`src/verilog/pssr_cfg.svh`:
```
// offsets, field positions, reset values for the shadow/seed register pair
`ifndef PSSR_CFG_SVH
`define PSSR_CFG_SVH
`define PSSR_MC_IDX 8'h38
`define PSSR_MS_IDX 8'h3A
`define PSSR_WE_BIT 15
`define PSSR_SEL_HI 14
`define PSSR_SEL_LO 10
`define PSSR_SEL_MODE 5'h1F
`define PSSR_LINK_BIT 7
`define PSSR_ENERGY_BIT 5
`define PSSR_RSV1_BIT 3
`define PSSR_MODE_HI 2
`define PSSR_MODE_LO 1
`define PSSR_VIEW_BIT 15
`define PSSR_MATCH_BIT 14
`define PSSR_RPTR_BIT 13
`define PSSR_LPMST_BIT 12
`define PSSR_LPEN_BIT 11
`define PSSR_SEED_HI 10
`define PSSR_SEL_RST 5'h1F
`define PSSR_MODE_RST 2'h0
`define PSSR_SEED_RST 11'h000
`define PSSR_VIEW_VAL 16'h8000
`endif

```
`src/verilog/pssr_pkg.sv`:
```
// types for the shadow/seed register pair
package pssr_pkg;
   typedef struct packed {
      logic copper_link;
      logic energy_det;
      logic lp_repeater;
      logic lp_man_master;
      logic lp_man_en;
      logic seed_match;
   } pssr_phy_stat_t;

   typedef struct packed {
      logic seed_load;
      logic [10:0] seed_value;
   } pssr_seed_gen_t;

   typedef struct packed {
      logic [4:0] sel;
      logic [1:0] mode;
      logic view;
      logic [10:0] seed;
      logic match;
      logic [15:0] rdata;
   } pssr_state_t;
endpackage

```
`src/verilog/pssr_regs.sv`:
```
// mode control shadow and master/slave seed registers behind an apb slave
// Notes on behaviour
// - at 0x38 bit 15 high writes the mode select bits 2:1, low only selects a shadow to read back.
// - accesses at 0x38 reach the mode control shadow when the selector bits 14:10 hold 11111.
// - read-only bit 7 of the mode control shadow shows the copper link as good (1) or down (0).
// - read-only bit 5 of the mode control shadow shows energy detected on the copper interface.
// - at 0x3A bit 15 written high selects the shadow view, low keeps the seed register view.
// - a write to the register chosen at 0x3A completes in a single access cycle.
// - seed register bit 14 is a read-only latched-high flag for a local/partner seed match.
// - seed register bit 13 reads one for a repeater or switch partner, zero for an end station.
// - seed register bit 12 shows the partner manual role, one for master, zero for slave.
// - seed register bit 11 shows whether partner manual role configuration is enabled.
// - seed register bits 10:0 are read-write, reset to zero, and return the local random seed.
//
// Local design decision: the APB slave port.
`timescale 1ns/1ps
`default_nettype none
`include "pssr_cfg.svh"

module pssr_regs #(
   parameter int ADDR_W = 12
) (
   // clock and reset
   input wire logic pclk,
   input wire logic presetn,
   // apb slave
   input wire logic psel,
   input wire logic penable,
   input wire logic pwrite,
   input wire logic [ADDR_W-1:0] paddr,
   input wire logic [31:0] pwdata,
   input wire logic [3:0] pstrb,
   output logic [31:0] prdata,
   output logic pready,
   output logic pslverr,
   // phy status and seed generator
   input wire pssr_pkg::pssr_phy_stat_t phy_stat,
   input wire pssr_pkg::pssr_seed_gen_t seed_gen,
   // control towards the phy
   output logic [1:0] mode_select,
   output logic [4:0] shadow_sel,
   output logic shadow_view,
   output logic [10:0] local_seed
);
   import pssr_pkg::*;

   localparam logic [ADDR_W-1:0] MC_ADDR = ADDR_W'({`PSSR_MC_IDX, 2'b00});
   localparam logic [ADDR_W-1:0] MS_ADDR = ADDR_W'({`PSSR_MS_IDX, 2'b00});

   // both register addresses need ten address bits
   if (ADDR_W < 10) begin : g_addr_check
      $error("pssr_regs: ADDR_W must be at least 10");
   end

   pssr_state_t q_ff;
   pssr_state_t nxt_q;

   logic hit_mc;
   logic hit_ms;
   logic setup;
   logic acc;
   logic [15:0] wmask;
   logic [15:0] mc_cur;
   logic [15:0] ms_cur;
   logic [15:0] mc_w;
   logic [15:0] ms_w;

   assign hit_mc = (paddr == MC_ADDR);
   assign hit_ms = (paddr == MS_ADDR);
   assign setup = psel & ~penable;
   assign acc = psel & penable;
   assign wmask = {{8{pstrb[1]}}, {8{pstrb[0]}}};

   // zero wait states
   assign pready = 1'b1;
   assign pslverr = acc & ~hit_mc & ~hit_ms;
   assign prdata = {16'h0000, q_ff.rdata};
   assign mode_select = q_ff.mode;
   assign shadow_sel = q_ff.sel;
   assign shadow_view = q_ff.view;
   assign local_seed = q_ff.seed;

   always_comb begin
      // current read view of 0x38; write enable reads back zero
      mc_cur = 16'h0000;
      mc_cur[`PSSR_SEL_HI:`PSSR_SEL_LO] = q_ff.sel;
      if (q_ff.sel == `PSSR_SEL_MODE) begin
         mc_cur[`PSSR_LINK_BIT] = phy_stat.copper_link;
         mc_cur[`PSSR_ENERGY_BIT] = phy_stat.energy_det;
         mc_cur[`PSSR_RSV1_BIT] = 1'b1;
         mc_cur[`PSSR_MODE_HI:`PSSR_MODE_LO] = q_ff.mode;
      end
      // current read view of 0x3A; shadow view holds only its select bit
      if (q_ff.view) begin
         ms_cur = `PSSR_VIEW_VAL;
      end else begin
         ms_cur = 16'h0000;
         ms_cur[`PSSR_MATCH_BIT] = q_ff.match;
         ms_cur[`PSSR_RPTR_BIT] = phy_stat.lp_repeater;
         ms_cur[`PSSR_LPMST_BIT] = phy_stat.lp_man_master;
         ms_cur[`PSSR_LPEN_BIT] = phy_stat.lp_man_en;
         ms_cur[`PSSR_SEED_HI:0] = q_ff.seed;
      end
      // disabled byte lanes keep the current value
      mc_w = (pwdata[15:0] & wmask) | (mc_cur & ~wmask);
      ms_w = (pwdata[15:0] & wmask) | (ms_cur & ~wmask);

      nxt_q = q_ff;
      // read data captured in the setup cycle
      if (setup) begin
         if (pwrite) begin
            nxt_q.rdata = 16'h0000;
         end else if (hit_mc) begin
            nxt_q.rdata = mc_cur;
         end else if (hit_ms) begin
            nxt_q.rdata = ms_cur;
         end else begin
            nxt_q.rdata = 16'h0000;
         end
      end

      if (seed_gen.seed_load) begin
         nxt_q.seed = seed_gen.seed_value;
      end

      if (acc && pwrite && hit_mc) begin
         nxt_q.sel = mc_w[`PSSR_SEL_HI:`PSSR_SEL_LO];
         if (mc_w[`PSSR_WE_BIT] &&
             mc_w[`PSSR_SEL_HI:`PSSR_SEL_LO] == `PSSR_SEL_MODE) begin
            nxt_q.mode = mc_w[`PSSR_MODE_HI:`PSSR_MODE_LO];
         end
      end

      // single-cycle write into whichever view bit 15 names
      if (acc && pwrite && hit_ms) begin
         nxt_q.view = ms_w[`PSSR_VIEW_BIT];
         if (!ms_w[`PSSR_VIEW_BIT]) begin
            nxt_q.seed = ms_w[`PSSR_SEED_HI:0];
         end
      end

      // clear only what the read returned; a new match still sets
      if (acc && !pwrite && hit_ms) begin
         nxt_q.match = q_ff.match & ~q_ff.rdata[`PSSR_MATCH_BIT];
      end
      if (phy_stat.seed_match) begin
         nxt_q.match = 1'b1;
      end
   end

   always_ff @(posedge pclk or negedge presetn) begin
      if (!presetn) begin
         q_ff <= '{sel: `PSSR_SEL_RST, mode: `PSSR_MODE_RST, view: 1'b0,
                   seed: `PSSR_SEED_RST, match: 1'b0, rdata: 16'h0000};
      end else begin
         q_ff <= nxt_q;
      end
   end
endmodule

`default_nettype wire
```
`config.mk`:
```
export PLATFORM = sky130hd
export DESIGN_NAME = pssr_regs
export DESIGN_NICKNAME = d
export VERILOG_FILES = /design/src/verilog/pssr_pkg.sv /design/src/verilog/pssr_regs.sv
export VERILOG_INCLUDE_DIRS = /design/src /design/src/verilog
export SDC_FILE = /design/constraint.sdc
export NUM_CORES = 1
export LEC_CHECK = 0
export BUFFER_PORTS_ARGS = -buffer_cell sky130_fd_sc_hd__buf_2
export CORE_MARGIN = 2
export CORE_UTILIZATION = 45
export CTS_BUF_LIST = sky130_fd_sc_hd__clkbuf_4 sky130_fd_sc_hd__clkbuf_8 sky130_fd_sc_hd__clkbuf_16
export DETAILED_ROUTE_END_ITERATION = 10
export PLACE_DENSITY = 0.93
export SLEW_MARGIN = 20
export SYNTH_ARGS = -nofsm -noshare
export SYNTH_HDL_FRONTEND = slang
export SYNTH_SLANG_ARGS = --single-unit
```
`constraint.sdc`:
```
create_clock -name pclk -period 2 [get_ports pclk]
set_input_delay 0.6 -clock pclk [delete_from_list [all_inputs] [get_ports pclk]]
set_output_delay 0.6 -clock pclk [all_outputs]
set_load 0.02 [all_outputs]
```
* Word-level counts from Yosys, hierarchy flattened
Cells that the tools add are included.
Widths: inputs -> output; s select.
** Storage, ports and cells
- Flip-flop bits (word level) :: 36
- Logic and storage cells :: 46
- Input port bits :: 71
** Operators by class
- Reductions and logical operators :: 9
- Eq/ne operators :: 4
- Bitwise operators :: 15
- Muxes and demuxes :: 12
** Operators with widths (count)
- $mux 16 :: 4
- $mux 11 :: 3
- $and 16x16->16 :: 2
- $or 16x16->16 :: 2
- $eq 12x8->1 const B :: 2
- $and 15x16->16 :: 1
- $not 16->16 :: 1
- $eq 5x5->1 const B :: 2
- $logic_and 1x1->1 :: 6
- $and 1x1->1 :: 5
- $mux 1 :: 4
- $not 1->1 :: 4
- $mux 3 :: 1
- $reduce_and 2->1 :: 1
- $reduce_bool 2->1 :: 1
- $logic_not 1->1 :: 1

* Logic depth before layout (Yosys ltp)
- Word-level depth :: 7
- Gate-level depth with buffers :: 7
- Mapped depth without buffers :: 4

* Worst setup path before layout
OpenSTA, ideal clock, no wires.
- Kind :: in2out
- Start point :: input port paddr[8]
- End point :: output port pslverr
- Path slack :: -0.041 ns
- Stages :: 4
- Arrival time :: 1.441 ns
- Data required time :: 1.400 ns
- Path buffers :: 1
- Path through :: and4bb_2 -> and3_1 -> buf_6 -> nor2_1
** On the way
- Longest elaborated chain between the ends :: 4
- Elaborated cells on any way between the ends :: 6
- Those cells by class :: 2 x eq/ne; 4 x bitwise
** Ends and longest elaborated chain
- start, declared :: line pssr_regs.sv:30 : input wire logic [ADDR_W-1:0] paddr,
- $eq 12x8->1 :: line pssr_regs.sv:68 : assign hit_mc = (paddr == MC_ADDR);
- $not 1->1 :: line pssr_regs.sv:76 : assign pslverr = acc & ~hit_mc & ~hit_ms;
- $and 1x1->1 :: line pssr_regs.sv:76
- $and 1x1->1 * :: line pssr_regs.sv:76
- end, declared :: line pssr_regs.sv:35 : output logic pslverr,
Mark *: on every way between the ends. The rest lies on a longest branch, timed or not.

* Worst setup path in the final report
- Start point :: input port paddr[10]
- End point :: output port pslverr
Same word-level chain as after synthesis.

==> run summary <==
CP Launch Type - input pin
Tot Pwr - 1.620 mW
I/O pin count - 124
fin crit period - 1999 ps
asr flop ratio synth - 1.000
Chip Height - 75.20 um
Slowest cell on crit path - nor4_4
Crit path buffers/inverters - 2
most frequent CP cell - buf_6
RSZ-0062 raised after global routing - true
Max Cap Viol - 0
clock transition at the registers of the reported paths - 70 ps
ys flop type - dfrtp_1
Detailed Route Iter0 Violations - 117
post-synthesis sequential area ratio - 0.3977
first-pass GRT wire length - 8521 um
Critical Path Max Stage Delay - 290 ps
Die X - 75.20 um
internal power - 1.190 mW
Gate Count Post-Synth - 225
crit path DAT - 1400 ps
Clock Tree Root - clkbuf_8
Initial Util - 0.4735
CTS Buf Count - 5
Logic pwr share - 0.169
Setup violations, final - 0
fmax - 500.2 MHz
critical path, cell by cell - buf_6 > nor4_4 > and3_4 > nor2_4 > buf_6
Leak - 1.458 nW
DRT Pass-1 Iters - 4
switching pwr - 0.4302 mW
routed len/inst - 15.37 um
share of cells above drive strength 1 - 0.4542
Max Transition Viols Final - 0
Critical Setup Path Class - in2out
peak supply drop - 306.4 uV
CP Max Fanout - 2
Clock Sinks - 36
Worst Hold Class - in2async
placed cell count - 351
Final #Nets - 365
Final Cycle Share - 0.9997
outcome - finished, final reports clean
Layout area overhead - 18.71%
most common cell after layout, fill and taps aside - buf_2
PortBufs - 88
Reg power frac - 0.480
Antenna diodes - 0
number of flops mapped to enable cells by yosys - 0
clock share of power - 0.351
post-synthesis average cell area - 10.14 um2
HPWL Detailed - 4403 um
Critical Path Sink Type - output pin
post-route insts no fill - 362
switching share of power - 0.2655
Die Area - 5654 um2
delay-heaviest family, CP - simple AND/OR/NAND/NOR gates
worst-skew pair later-pin latency - 280 ps
P per Cell Area - 598.5 nW/um2
largest net degree at the start of global routing - 20
post-synthesis cell area - 2281 um2
flops & latches, synth - 36
Avg Vias per Cell - 5.000
Tot GR Track Use - 0.2016
Routability Congestion - 0.8395
# H-tree levels - 2
FILL cells - 454
Netlist cell types - 37
Synth warnings - 0
smallest hold slack - 254.0 ps
Core ar. - 4817 um2
row count - 25
DRC - 0
CTS tree - yes
grt total ovfl - 0
DR vias - 1810
vias in the first global route - 1798
CP required - 1400 ps
initial antenna violation count - 0
Final Hold Viols - 0
maximum clock path buffer count - 2
clk_skew - 5.105 ps
antenna-violating nets left - 0
commonest non-fill, non-tap cells in the layout - buf_2, dfrtp_1, mux2i_1
final WL - 5565 um
-- worst reg2reg max path, cell delays in order (launching register included) --
cell and delay (ps):
dfrtp_1 430, nor4bb_1 260, nand4_1 300, o21ai_0 290, a21o_1 110
-- state kept, by name (all words and copies together), names as in the netlist --
name	flops
prdata	16
shadow_sel	5
shadow_view	1
q_ff	1
mode_select	2
local_seed	11
-- power groups by stage --
| stage | combinational (mW) | sequential [mW] | clock, mW |
|---|---|---|---|
| 3_5_place_dp | 0.264 | 0.790 | 0 |
| 2_1_floorplan | 0.198 | 0.782 | 0 |
| 6_report | 0.274 | 0.778 | 0.568 |
| 5_1_grt | 0.299 | 0.782 | 0.609 |
| 4_1_cts | 0.272 | 0.777 | 0.587 |
| 3_3_place_gp | 0.256 | 0.789 | 0 |
-- final cells by class --
type / instances / area [um2] / area share
repair buffers: 107 / 626.9 / 0.2315
clock buffers: 8 / 103.9 / 0.03836
flip-flops and latches: 36 / 907.1 / 0.3350
inverters: 8 / 30.03 / 0.01109
multi-input cells: 136 / 955.9 / 0.3530
well taps: 67 / 83.83 / 0.03096
-- timing repair --
item	in CTS	in global routing
setup buffers	2	1
pin swaps	3	2
hold buffers	0	0
endpoints found under the setup margin	1	1
cloned	0	0
gates resized for setup	7	1
-- stage by stage --
stage          setup TNS [ps]    util  worst slack [ps]  cell area [um2]
6_report                    0  0.5621            0.6225             2708
3_3_place_gp           -681.7  0.5275            -77.78             2541
2_1_floorplan               0       -             43.34             2340
3_5_place_dp            -1941  0.5275            -187.7             2541
4_1_cts                -7.110  0.5592            -7.110             2694
5_1_grt                -30.29  0.5621            -30.29             2708
-- kinds of logic (layout without fill, tap and decap cells) --
kind of cell / Yosys count / after routing / share of synthesized area
compound gates: 41 / 41 / 0.1223
buf+inv: 68 / 123 / 0.2183
flops: 36 / 36 / 0.3977
mux: 28 / 28 / 0.1256
other cells: 2 / 17 / 0.003293
simple gates: 50 / 50 / 0.1328
-- final timing paths --
check / startpoint / to / slack (ps) / cells after the start
max: paddr[10] / pslverr / 0.6 / 5
min: presetn / local_seed[9] / 250 / 1
max reg2reg: shadow_view / prdata[13] / 550 / 4
min reg2reg: prdata[5] / prdata[5] / 480 / 2
max in group asynchronous: presetn / shadow_sel[3] / 1200 / 2
min in group pclk: prdata[5] / prdata[5] / 480 / 2
-- metal layers --
layer,routed length [um],global-route usage,share of wire,up-vias
met1,2311,0.2536,0.42,866
met4,38,0.04483,0.0068,0
li1,-,-,-,865
met3,374,0.03882,0.067,5
met2,2840,0.3596,0.51,74
met5,0,0,0,-
-- synth_stat cells, types with 4 or more instances --
cell / number / share of area
mux2_2: 5 / 0.025
a22o_1: 7 / 0.027
dfrtp_1: 31 / 0.34
a21o_1: 8 / 0.026
buf_4: 51 / 0.17
o21ai_0: 11 / 0.024
nand4_1: 4 / 0.011
mux2i_1: 23 / 0.10
a22oi_1: 10 / 0.033
nor3b_1: 5 / 0.016
nand2_1: 15 / 0.025
dfstp_2: 5 / 0.058
inv_1: 8 / 0.013
nor2_1: 7 / 0.012
Power figures use the tool's default switching activity.
